===== src/common/seq_matcher_params.svh =====
`ifndef SEQ_MATCHER_PARAMS_SVH
`define SEQ_MATCHER_PARAMS_SVH

`define CLK_HZ          100000000
`define PULSE_MIN_MS    10
`define PULSE_MIN_CYC   ((`CLK_HZ / 1000) * `PULSE_MIN_MS)

`define MASTER_DIGITS   5
`define MASTER_MOD      18'h186A0
`define STEP_MAX        16'h8000
`define STR_CHARS       64

`define ADDR_CTRL       8'h00
`define ADDR_STEP       8'h04
`define ADDR_MASTER     8'h08
`define ADDR_LOAD       8'h0C
`define ADDR_IRQ_STAT   8'h10
`define ADDR_IRQ_MASK   8'h14
`define ADDR_STR_WR     8'h18
`define ADDR_STR_LEN    8'h1C

`define CTRL_TYPE_LSB   0
`define CTRL_DIR_BIT    2
`define CTRL_SEQNR_BIT  3
`define CTRL_SEQMM_BIT  4
`define CTRL_MREP_BIT   5
`define CTRL_XREP_BIT   6
`define CTRL_PIN_BIT    7
`define CTRL_RESET      8'h08
`define STEP_RESET      16'h0001
`define MATCH_LEN_RST   7'h05
`define MISM_LEN_RST    7'h08

`define EV_MATCH        0
`define EV_MISMATCH     1
`define EV_NOREAD       2
`define EV_LOADED       3
`define EV_COUNT        4

`endif


===== src/common/seq_matcher_pkg.sv =====
package seq_matcher_pkg;

    typedef enum logic [1:0] {
        CMP_OFF  = 2'h0,
        CMP_ON   = 2'h1,
        CMP_WILD = 2'h2,
        CMP_SEQ  = 2'h3
    } cmp_type_t;

    typedef enum logic [1:0] {
        OUT_SYMBOL   = 2'h0,
        OUT_MATCH    = 2'h1,
        OUT_MISMATCH = 2'h3
    } out_kind_t;

    typedef enum logic [1:0] {
        PIN_IDLE  = 2'h0,
        PIN_COUNT = 2'h1,
        PIN_HELD  = 2'h3
    } pin_state_t;

endpackage : seq_matcher_pkg


===== src/core/sequential_master_matcher.sv =====
// The register offsets and the strobed register port were left to the implementer.
`include "seq_matcher_params.svh"
`timescale 1ns/1ns
`default_nettype none

module sequential_master_matcher
    import seq_matcher_pkg::*;
#(
    parameter int unsigned PULSE_CYC = `PULSE_MIN_CYC
) (
    input  wire logic        clk_sys,
    input  wire logic        resetn,
    input  wire logic [7:0]  regAddr,
    input  wire logic [31:0] regWdata,
    input  wire logic        regWr,
    input  wire logic        regRd,
    output logic      [31:0] regRdata,
    input  wire logic        decValid,
    input  wire logic        decNoRead,
    input  wire logic        decNumeric,
    input  wire logic [16:0] decValue,
    input  wire logic        newMasterPin,
    output logic             outValid,
    output logic      [1:0]  outKind,
    output logic      [6:0]  outLen,
    input  wire logic [5:0]  fetchIdx,
    output logic      [7:0]  fetchChar,
    output logic             irq
);

    function automatic logic [7:0] defaultChar(input logic sel, input logic [5:0] idx);
        logic [7:0] c;
        if (!sel) begin
            case (idx)
                6'h00: c = 8'h4D;
                6'h01: c = 8'h41;
                6'h02: c = 8'h54;
                6'h03: c = 8'h43;
                6'h04: c = 8'h48;
                default: c = 8'h00;
            endcase
        end else begin
            case (idx)
                6'h00: c = 8'h4D;
                6'h01: c = 8'h49;
                6'h02: c = 8'h53;
                6'h03: c = 8'h4D;
                6'h04: c = 8'h41;
                6'h05: c = 8'h54;
                6'h06: c = 8'h43;
                6'h07: c = 8'h48;
                default: c = 8'h00;
            endcase
        end
        return c;
    endfunction : defaultChar

    // modulo step keeps the counter inside the digit range, never negative
    function automatic logic [16:0] stepValue(input logic [16:0] base,
                                              input logic [15:0] step,
                                              input logic        down);
        logic [17:0] s;
        if (!down) begin
            s = {1'b0, base} + {2'b00, step};
            if (s >= `MASTER_MOD) begin
                s = s - `MASTER_MOD;
            end
        end else if ({1'b0, base} >= {2'b00, step}) begin
            s = {1'b0, base} - {2'b00, step};
        end else begin
            s = {1'b0, base} + `MASTER_MOD - {2'b00, step};
        end
        return s[16:0];
    endfunction : stepValue

    logic [7:0]            ctrl_q;
    logic [15:0]           step_q;
    logic [16:0]           master_q;
    logic                  lastMatch_q;
    logic                  pending_q;
    logic [`EV_COUNT-1:0]  irqStat_q;
    logic [`EV_COUNT-1:0]  irqMask_q;
    logic [6:0]            matchLen_q;
    logic [6:0]            mismLen_q;
    logic [7:0]            matchStr_q [`STR_CHARS];
    logic [7:0]            mismStr_q  [`STR_CHARS];
    logic                  pinMeta_q;
    logic                  pinSync_q;
    logic [19:0]           pinCnt_q;
    pin_state_t            pinState_q;
    logic                  pinFire;
    logic [31:0]           rdata_d;

    cmp_type_t cmpType;
    logic      countDown;
    logic      cmpActive;
    logic      seqMode;
    logic      isMatch;
    logic      isMismatch;
    logic      isNoRead;
    logic      goodRead;
    logic      loadNow;
    logic      advance;
    logic [16:0] stepBase;
    logic [`EV_COUNT-1:0] events;
    logic      wrStep;
    logic      wrStr;

    assign cmpType   = cmp_type_t'(ctrl_q[`CTRL_TYPE_LSB +: 2]);
    assign countDown = ctrl_q[`CTRL_DIR_BIT];
    assign cmpActive = (cmpType != CMP_OFF);
    assign seqMode   = (cmpType == CMP_SEQ);
    assign isNoRead  = decValid && decNoRead;
    assign goodRead  = decValid && !decNoRead;
    // a pending load takes a numeric read as the new master instead of comparing it
    assign loadNow   = goodRead && pending_q && decNumeric;
    // one master only, which also covers the sequential case
    assign isMatch    = goodRead && !loadNow && cmpActive && decNumeric
                        && (decValue == master_q);
    assign isMismatch = goodRead && !loadNow && cmpActive && !isMatch;

    always_comb begin
        advance  = 1'b0;
        stepBase = master_q;
        if (seqMode) begin
            if (isMatch) begin
                advance = 1'b1;
            end else if (isNoRead) begin
                advance = ctrl_q[`CTRL_SEQNR_BIT];
            end else if (isMismatch) begin
                advance = ctrl_q[`CTRL_SEQMM_BIT] || lastMatch_q;
                if (decNumeric) begin
                    stepBase = decValue;
                end
            end
        end
    end

    assign wrStep = regWr && (regAddr == `ADDR_STEP);
    assign wrStr  = regWr && (regAddr == `ADDR_STR_WR);
    always_ff @(posedge clk_sys or negedge resetn) begin
        if (!resetn) begin
            ctrl_q <= `CTRL_RESET;
        end else if (regWr && regAddr == `ADDR_CTRL) begin
            ctrl_q <= regWdata[7:0];
        end
    end

    // zero and oversized steps are pulled into the legal range
    always_ff @(posedge clk_sys or negedge resetn) begin
        if (!resetn) begin
            step_q <= `STEP_RESET;
        end else if (wrStep) begin
            if (regWdata[15:0] == 16'h0000) begin
                step_q <= `STEP_RESET;
            end else if (regWdata[31:16] != 16'h0000 || regWdata[15:0] > `STEP_MAX) begin
                step_q <= `STEP_MAX;
            end else begin
                step_q <= regWdata[15:0];
            end
        end
    end

    always_ff @(posedge clk_sys or negedge resetn) begin
        if (!resetn) begin
            master_q <= 17'h00000;
        end else if (loadNow) begin
            master_q <= decValue;
        end else if (advance) begin
            master_q <= stepValue(stepBase, step_q, countDown);
        end else if (regWr && regAddr == `ADDR_MASTER) begin
            if ({15'h0000, regWdata[16:0]} < {14'h0000, `MASTER_MOD}) begin
                master_q <= regWdata[16:0];
            end
        end
    end

    always_ff @(posedge clk_sys or negedge resetn) begin
        if (!resetn) begin
            lastMatch_q <= 1'b0;
        end else if (isMatch || isMismatch) begin
            lastMatch_q <= isMatch;
        end
    end

    // new-master pin: two-flop synchroniser, then a duration filter
    always_ff @(posedge clk_sys or negedge resetn) begin
        if (!resetn) begin
            pinMeta_q <= 1'b0;
            pinSync_q <= 1'b0;
        end else begin
            pinMeta_q <= newMasterPin;
            pinSync_q <= pinMeta_q;
        end
    end

    assign pinFire = (pinState_q == PIN_COUNT) && pinSync_q && (pinCnt_q == 20'(PULSE_CYC - 1));
    always_ff @(posedge clk_sys or negedge resetn) begin
        if (!resetn) begin
            pinState_q <= PIN_IDLE;
            pinCnt_q   <= 20'h00000;
        end else begin
            case (pinState_q)
                PIN_IDLE: begin
                    pinCnt_q <= 20'h00000;
                    if (pinSync_q) begin
                        pinState_q <= PIN_COUNT;
                    end
                end
                PIN_COUNT: begin
                    if (!pinSync_q) begin
                        pinState_q <= PIN_IDLE;
                    end else if (pinFire) begin
                        pinState_q <= PIN_HELD;
                    end else begin
                        pinCnt_q <= pinCnt_q + 20'h00001;
                    end
                end
                PIN_HELD: begin
                    // one request per pulse however long it is held
                    if (!pinSync_q) begin
                        pinState_q <= PIN_IDLE;
                    end
                end
                default: pinState_q <= PIN_IDLE;
            endcase
        end
    end

    always_ff @(posedge clk_sys or negedge resetn) begin
        if (!resetn) begin
            pending_q <= 1'b0;
        end else if (pinFire && cmpActive && ctrl_q[`CTRL_PIN_BIT]) begin
            pending_q <= 1'b1;
        end else if (regWr && regAddr == `ADDR_LOAD && regWdata[0]) begin
            pending_q <= 1'b1;
        end else if (loadNow) begin
            pending_q <= 1'b0;
        end
    end

    always_ff @(posedge clk_sys or negedge resetn) begin
        if (!resetn) begin
            matchLen_q <= `MATCH_LEN_RST;
            mismLen_q  <= `MISM_LEN_RST;
        end else if (regWr && regAddr == `ADDR_STR_LEN) begin
            matchLen_q <= (regWdata[6:0] > 7'h40) ? 7'h40 : regWdata[6:0];
            mismLen_q  <= (regWdata[14:8] > 7'h40) ? 7'h40 : regWdata[14:8];
        end
    end

    generate
        for (genvar i = 0; i < `STR_CHARS; i++) begin : gStr
            always_ff @(posedge clk_sys or negedge resetn) begin
                if (!resetn) begin
                    matchStr_q[i] <= defaultChar(1'b0, 6'(i));
                    mismStr_q[i]  <= defaultChar(1'b1, 6'(i));
                end else if (wrStr && regWdata[13:8] == 6'(i)) begin
                    if (regWdata[16]) begin
                        mismStr_q[i] <= regWdata[7:0];
                    end else begin
                        matchStr_q[i] <= regWdata[7:0];
                    end
                end
            end
        end
    endgenerate

    always_ff @(posedge clk_sys or negedge resetn) begin
        if (!resetn) begin
            outValid <= 1'b0;
            outKind  <= OUT_SYMBOL;
            outLen   <= 7'h00;
        end else begin
            outValid <= decValid;
            if (decValid) begin
                outKind <= OUT_SYMBOL;
                outLen  <= 7'h00;
                if (isMatch && ctrl_q[`CTRL_MREP_BIT]) begin
                    outKind <= OUT_MATCH;
                    outLen  <= matchLen_q;
                end else if (isMismatch && ctrl_q[`CTRL_XREP_BIT]) begin
                    outKind <= OUT_MISMATCH;
                    outLen  <= mismLen_q;
                end
            end
        end
    end

    always_ff @(posedge clk_sys or negedge resetn) begin
        if (!resetn) begin
            fetchChar <= 8'h00;
        end else begin
            fetchChar <= (outKind == OUT_MISMATCH) ? mismStr_q[fetchIdx] : matchStr_q[fetchIdx];
        end
    end
    assign events[`EV_MATCH]    = isMatch;
    assign events[`EV_MISMATCH] = isMismatch;
    assign events[`EV_NOREAD]   = isNoRead;
    assign events[`EV_LOADED]   = loadNow;

    // a new event wins over a clearing write in the same cycle
    always_ff @(posedge clk_sys or negedge resetn) begin
        if (!resetn) begin
            irqStat_q <= '0;
        end else if (regWr && regAddr == `ADDR_IRQ_STAT) begin
            irqStat_q <= (irqStat_q & ~regWdata[`EV_COUNT-1:0]) | events;
        end else begin
            irqStat_q <= irqStat_q | events;
        end
    end

    always_ff @(posedge clk_sys or negedge resetn) begin
        if (!resetn) begin
            irqMask_q <= '0;
        end else if (regWr && regAddr == `ADDR_IRQ_MASK) begin
            irqMask_q <= regWdata[`EV_COUNT-1:0];
        end
    end

    assign irq = |(irqStat_q & irqMask_q);
    always_comb begin
        rdata_d = 32'h00000000;
        if (regAddr == `ADDR_CTRL) begin
            rdata_d = {24'h000000, ctrl_q};
        end else if (regAddr == `ADDR_STEP) begin
            rdata_d = {16'h0000, step_q};
        end else if (regAddr == `ADDR_MASTER) begin
            rdata_d = {15'h0000, master_q};
        end else if (regAddr == `ADDR_LOAD) begin
            rdata_d = {31'h00000000, pending_q};
        end else if (regAddr == `ADDR_IRQ_STAT) begin
            rdata_d = {28'h0000000, irqStat_q};
        end else if (regAddr == `ADDR_IRQ_MASK) begin
            rdata_d = {28'h0000000, irqMask_q};
        end else if (regAddr == `ADDR_STR_LEN) begin
            rdata_d = {17'h00000, mismLen_q, 1'b0, matchLen_q};
        end
    end

    always_ff @(posedge clk_sys or negedge resetn) begin
        if (!resetn) begin
            regRdata <= 32'h00000000;
        end else begin
            regRdata <= regRd ? rdata_d : 32'h00000000;
        end
    end

endmodule : sequential_master_matcher

`default_nettype wire


===== config.mk =====
export PLATFORM = sky130hd
export DESIGN_NAME = sequential_master_matcher
export DESIGN_NICKNAME = d
export VERILOG_FILES = /design/src/common/seq_matcher_pkg.sv /design/src/core/sequential_master_matcher.sv
export VERILOG_INCLUDE_DIRS = /design/src /design/src/common
export SDC_FILE = /design/constraint.sdc
export NUM_CORES = 2
export LEC_CHECK = 0
export BUFFER_PORTS_ARGS = -buffer_cell sky130_fd_sc_hd__buf_2
export CORE_MARGIN = 4
export CORE_UTILIZATION = 25
export CTS_BUF_LIST = sky130_fd_sc_hd__clkbuf_2
export CTS_CLUSTER_SIZE = 40
export DETAILED_ROUTE_END_ITERATION = 6
export SYNTH_ARGS = -nofsm -noshare
export SYNTH_HDL_FRONTEND = slang
export SYNTH_SLANG_ARGS = --single-unit

===== constraint.sdc =====
create_clock -name clk_sys -period 5.3 [get_ports clk_sys]
set_input_delay 0.53 -clock clk_sys [delete_from_list [all_inputs] [get_ports clk_sys]]
set_output_delay 0.53 -clock clk_sys [all_outputs]
set_load 0.02 [all_outputs]

# Yosys cells after proc, flatten, opt, wreduce, memory -nomap -nowiden
# Index checks and enable logic that the tools add are counted.
# W data, S select, Z words.
op_classes:
  add_sub_neg: 6
  n_mul: 0
  div_mod_pow: 0
  order_cmp: 7
  eq_ne: 81
  n_shift: 0
  muxes: 51
  bitwise_logic: 7
  n_reduce_logical: 236
op_table:
  columns: ["op", "count"]
  rows:
  - ["$reduce_and A2 Y1", 129]
  - ["$mux W17", 15]
  - ["$eq A6 B6 Y1 const B", 32]
  - ["$bmux W8 S6", 2]
  - ["$eq A6 B5 Y1 const B", 16]
  - ["$logic_and A1 B1 Y1", 88]
  - ["$mux W15", 4]
  - ["$eq A6 B4 Y1 const B", 8]
  - ["$mux W20", 2]
  - ["$mux W8", 5]
  - ["$pmux W20 S2", 1]
  - ["$sub A17 B16 Y17", 2]
  - ["$eq A8 B5 Y1 const B", 4]
  - ["$mux W16", 2]
  - ["$mux W32", 1]
  - ["$mux W7", 4]
  - ["$eq A6 B3 Y1 const B", 4]
  - ["$add A20 B1 Y20 const B", 1]
  - ["$eq A20 B20 Y1 const B", 1]
  - ["$add A17 B16 Y18", 1]
  - ["$ge A18 B17 Y1 const B", 1]
  - ["$add A17 B17 Y17 const B", 1]
  - ["$eq A17 B17 Y1", 1]
  - ["$ge A17 B16 Y1", 1]
  - ["other kinds (33)", 62]
word_totals:
  register_bits: 1163
  latchBits: 0
  ram_bits: 0
  rom_bits: 0
  output_inout_bits: 51
  memories: 0

# Longest topological paths before layout
depth:
  depth_word: 21
  mapped_depth: 22

# Least setup slack after synthesis
# OpenSTA, ideal clock, no wires.
synth_path:
  path_type: "input port to flip-flop"
  from: "input decNoRead"
  to: "register master_q[9]"
  setup_time_ns: 0.087
  arrival_time_ns: 5.179
  t_required_ns: 5.213
  slack_ns: 0.034
  path_stages: 18
  path_cell_list: "and2b_1 nand3_2 nor4_4 a211oi_2 clkbuf_1 mux2_2 ha_1 nor2_2 o311ai_4 a21oi_2 or4b_4 a31oi_2 o2111ai_2 o211a_1 or2_1 buf_6 a2111o_1 o211ai_1"
synth_via:
  elab_chain_cells: 21
synth_rtl:
  columns: ["item", "line_no", "text"]
  rows:
  - ["start, declared", "sequential_master_matcher.sv:19", "input wire logic decNoRead,"]
  - ["$logic_not A1 Y1", "sequential_master_matcher.sv:114", "assign goodRead = decValid && !decNoRead;"]
  - ["$logic_and A1 B1 Y1", "sequential_master_matcher.sv:114", null]
  - ["$logic_and A1 B1 Y1 (2 in a row)", "sequential_master_matcher.sv:116", "assign loadNow = goodRead && pending_q && decNumeric;"]
  - ["$logic_not A1 Y1", "sequential_master_matcher.sv:118, sequential_master_matcher.sv:120", null]
  - ["$logic_and A1 B1 Y1 (2 in a row)", "sequential_master_matcher.sv:118, sequential_master_matcher.sv:120", null]
  - ["$logic_and A1 B1 Y1", "sequential_master_matcher.sv:118", "assign isMatch = goodRead && !loadNow && cmpActive && decNumeric"]
  - ["$logic_and A1 B1 Y1", "sequential_master_matcher.sv:119", "&& (decValue == master_q);"]
  - ["$logic_not A1 Y1", "sequential_master_matcher.sv:120", "assign isMismatch = goodRead && !loadNow && cmpActive && !isMatch;"]
  - ["[3 not listed]", null, null]
  - ["$mux W17", "sequential_master_matcher.sv:126", "if (isMatch) begin"]
  - ["$mux W17", "sequential_master_matcher.sv:125", "if (seqMode) begin"]
  - ["$add A17 B16 Y18 or $add A17 B17 Y17 (tied branches)", null, null]
  - ["$sub A17 B17 Y17 (no line) (tied with other cells)", null, null]
  - ["$mux W17, on equally long branches", "sequential_master_matcher.sv:65, sequential_master_matcher.sv:68", null]
  - ["$mux W17", "sequential_master_matcher.sv:63", "if (!down) begin"]
  - ["$mux W17", "sequential_master_matcher.sv:169", "end else if (advance) begin"]
  - ["$mux W17", "sequential_master_matcher.sv:167", "end else if (loadNow) begin"]
  - ["end signal, assigned", "sequential_master_matcher.sv:168", "master_q <= decValue;"]
  - ["end signal, assigned", "sequential_master_matcher.sv:170", "master_q <= stepValue(stepBase, step_q, countDown);"]
  - ["end signal, assigned", "sequential_master_matcher.sv:173", "master_q <= regWdata[16:0];"]
  - ["end, declared", "sequential_master_matcher.sv:78", "logic [16:0] master_q;"]
# Several ways; a longest one is shown, not always the timed one.
# A chain may end at the register's enable or synchronous reset.

# Final worst setup path
layout_path:
  from: "register master_q[11]"
  to: "register master_q[8]"
layout_via:
  elab_chain_cells: 14
layout_rtl:
  columns: ["item", "line_no", "text"]
  rows:
  - ["$eq A17 B17 Y1", "sequential_master_matcher.sv:119", null]
  - ["$logic_and A1 B1 Y1", "sequential_master_matcher.sv:119", null]
  - ["$logic_not A1 Y1", "sequential_master_matcher.sv:120", null]
  - ["$logic_and A1 B1 Y1", "sequential_master_matcher.sv:120", null]
  - ["$mux W17", "sequential_master_matcher.sv:130", "end else if (isMismatch) begin"]
  - ["$mux W17", "sequential_master_matcher.sv:128", "end else if (isNoRead) begin"]
  - ["$mux W17", "sequential_master_matcher.sv:126", null]
  - ["$mux W17", "sequential_master_matcher.sv:125", null]
  - ["$add A17 B16 Y18 or $add A17 B17 Y17 (tied branches)", null, null]
  - ["$sub A17 B17 Y17 (no line) (tied with other cells)", null, null]
  - ["$mux W17, on equally long branches", "sequential_master_matcher.sv:65, sequential_master_matcher.sv:68", null]
  - ["$mux W17", "sequential_master_matcher.sv:63", null]
  - ["$mux W17", "sequential_master_matcher.sv:169", null]
  - ["$mux W17", "sequential_master_matcher.sv:167", null]
# Several ways; a longest one is shown, not always the timed one.

==> results.md <==
* Outcome: completed
* R2R setup slack at 0.26 ns
* Root Driver: clkbuf_2
* Netlist cell types at 97
* CTS Buffer Depth at 4
* 1st-pass router iterations at 5
* Layout Cells excl Fill at 7562
* Worst setup SP type: flip-flop
* Vias at 36180
* Clk_lat worst skew at 1.64 ns
* Setup-failing EPs final at 0
* Worst r2r src: master_q[11]
* Mapped Cells at 3959
* Pin slew with the least headroom to its limit at 1.173 ns
* Met3 Routed Length at 9331 microns
* Layout area overhead at 15.11%
* Rel. slew slack at 21.77%
* Pwr/cell area at 279.9 nW/um^2
* Nets at 4522
* Crit path capture: master_q[8]
* Clock Skews at 0.1328 ns
* Unrepaired setup endpoints after global routing: no
* Pwr Total at 17.97 mW
* Post-route ant nets at 0
* # rows at 173
* Hpwl dp at 101400 microns
* Worst min-delay path class: in2reg
* End-of-flow core utilization at 28.92%
* Placeable Area at 222100 sq um
* M1 WL at 68690 microns
* CTS tree: done
* Post-synth top flop: dfrtp_1
* Total negative slack at 0 ns
* Die Ht at 480.4 microns
* Synth async-reset ratio at 100.0%
* Metal2 WL at 72890 microns
* Placed Cells at 6903
* Hold WS at 0.2168 ns
* Final min period at 5.037 ns
* Initial antenna violation count at 15
* Largest net degree at the start of global routing at 176
* Fin. Hold Viols at 0
* Syn_area_per_cell at 14.09 sq um
* Uppermost routed layer: met5
* Max_cap viols at 0
* EDFF count, synth at 0
* Placed instance area at 60220 sq um
* Period Utilization, post-route at 95.04%
* Min-delay src: regWdata[2]
* I/O pin total at 122
* CP required at 6.79 ns
* FF+latch count, synth at 1148
* PortBufs at 106
* DP Worst Slack at 0.04931 ns
* Vias per cell at 4.784
* Die X at 480.4 microns
* Initial Utilization at 25.12%
* Detailed Route WL at 156300 microns
* Most common cell after layout, fill and taps aside: dfrtp_1
* # clock sinks at 1148
* Beginning of the critical path: master_q[11]
* Wire per inst at 20.67 microns
* Reg2Reg Capture Point: master_q[8]
* Worst EP arrival at 6.53 ns
* Leak at 30.19 nW
* Remaining DRCs at 0
* Vias in the first global route at 38590
* Ratio of cells with drive above 1 in the final layout at 46.15%
* Register area share after synthesis at 51.59%
* Most frequent cells in the layout: dfrtp_1, mux2_2, clkbuf_2
* Reg clk slew, reported paths at 0.09 ns
* Fmax achieved at 0.1985 GHz
* H-tree depth reported by CTS at 5
* CP Class: reg2reg
* Type of destination of the critical path: flip-flop
* Gr usage total at 13.48%
* Mapped Area at 55800 sq um
* Ys Warns at 0
* Critical-path maximum fanout at 14
* Final slew viol count at 0
* Die area at 230800 sq um
* Reg2Reg Depth at 22
* CTS Buf Count at 313
* Initial DRC count at 2496
* Max VDD drop at 0.0002333 V
* Design Area, Final at 64230 sq um
* RD Place Congestion at 0.8904
* First-pass GRT wire length at 241100 microns
* Final Worst Setup Slack at 0.2627 ns
* Total grt overflow at 0
worst min-delay path by stage:
stage | to | slack [ns] | cells past startpoint
finish | matchLen_q[2] | 0.22 | 4
global route | step_q[10] | 0.03 | 3
CTS | regRdata[0] | 0.01 | 7
detailed placement | pinSync_q | 0.35 | 0
global placement | pinSync_q | 0.34 | 0
floorplan | ctrl_q[0] | 0.23 | 0
critical path, cell delays in order (launching register included):
cell	delay [ns]
dfrtp_1	0.47
xnor2_1	0.24
nand4_1	0.14
nor3_1	0.25
a211oi_2	0.11
buf_4	0.17
buf_4	0.20
nand2_1	0.08
o21ai_0	0.09
buf_4	0.16
ha_1	0.31
buf_4	0.17
nor3_1	0.17
o21ai_1	0.15
buf_4	0.18
a31o_1	0.21
o31a_1	0.29
xnor2_1	0.27
o21ai_0	0.22
o211a_1	0.28
or2_4	0.28
mux2_4	0.31
a21oi_2	0.13
flip-flops by register name, indices dropped and copies added, names as in the netlist, 2 cells and up:
| name | cells |
|---|---|
| irqMask_q | 4 |
| pinState_q | 2 |
| mismLen_q | 7 |
| mismStr_q | 512 |
| matchStr_q | 512 |
| step_q | 16 |
| matchLen_q | 7 |
| irqStat_q | 4 |
| regRdata | 17 |
| outLen | 7 |
| outKind | 2 |
| pinCnt_q | 20 |
| fetchChar | 8 |
| master_q | 17 |
| ctrl_q | 8 |
metal layers:
| metal | vias to the layer above | GRT usage, % |
|---|---|---|
| li1 | 15620 | - |
| met1 | 19100 | 18.03 |
| met2 | 1133 | 21.48 |
| met3 | 319 | 2.859 |
| met4 | 4 | 5.041 |
| met5 | - | 0 |
cells in the mapped netlist (6+ instances only):
| master | count | share of area [%] |
|---|---|---|
| dfrtp_1 | 1104 | 50 |
| mux2_2 | 968 | 20 |
| mux4_2 | 336 | 14 |
| nand2_1 | 280 | 1.9 |
| clkbuf_1 | 223 | 1.5 |
| o21ai_0 | 142 | 1.3 |
| nor2_1 | 115 | 0.77 |
| a21oi_1 | 80 | 0.72 |
| inv_1 | 70 | 0.47 |
| ha_1 | 55 | 1.2 |
| xnor2_1 | 45 | 0.71 |
| dfstp_2 | 44 | 2.1 |
| buf_1 | 36 | 0.24 |
| nand2b_1 | 28 | 0.31 |
| nor2b_1 | 26 | 0.29 |
| nor3_1 | 25 | 0.22 |
| nand3_1 | 22 | 0.20 |
| xor2_1 | 21 | 0.33 |
| a22o_1 | 19 | 0.30 |
| a22oi_1 | 18 | 0.24 |
| nand4_1 | 18 | 0.20 |
| buf_4 | 16 | 0.22 |
| mux2i_1 | 14 | 0.25 |
| and3_1 | 13 | 0.15 |
| fa_1 | 13 | 0.47 |
| a21o_1 | 11 | 0.15 |
| and2_1 | 11 | 0.12 |
| a221oi_1 | 10 | 0.16 |
| a31oi_1 | 10 | 0.11 |
| nor4_1 | 10 | 0.11 |
| o211ai_1 | 10 | 0.13 |
| o31ai_1 | 9 | 0.12 |
| or3_1 | 8 | 0.090 |
| nor2_2 | 7 | 0.078 |
| or2_2 | 7 | 0.078 |
| a221o_1 | 6 | 0.11 |
| o21a_1 | 6 | 0.081 |
| or4_1 | 6 | 0.081 |
report_power, final:
| group | internal, mW | total, mW | leakage (nW) | switching, mW |
|---|---|---|---|---|
| Sequential | 8.83 | 8.93 | 15.8 | 0.105 |
| Combinational | 1.17 | 3.08 | 12.3 | 1.91 |
| Clock | 2.36 | 5.97 | 2.04 | 3.60 |
layout make-up:
cell class / instances / area (sq um)
multi-input cells: 2470 / 25690
fillers: 22580 / 157900
repair buffers: 377 / 3183
diodes: 15 / 37.54
inverters: 73 / 275.3
clock inverters: 45 / 232.7
well taps: 2975 / 3722
clock buffers: 459 / 2297
flip-flops and latches: 1148 / 28780
kinds of logic (layout without fill, tap and decap cells):
logic type | count (synthesis) | after routing | synth area share [%]
DFF | 1148 | 1148 | 51.59
and+or+nand+nor | 609 | 609 | 5.180
xor gates and xnor gates | 66 | 66 | 1.036
adders and majority gates | 69 | 69 | 1.718
buffers and inverters | 355 | 954 | 2.523
other | 1 | 30 | 0.006721
muxes | 1319 | 1319 | 33.38
AOI/OAI and AO/OA | 392 | 392 | 4.575
repair_timing:
action,CTS,global route
hold endpoints to repair,2044,0
setup buffers,0,1
hold buffers,139,0
endpoints found under the setup margin,0,3
gates resized for setup,0,4
Power figures use the tool's default switching activity.
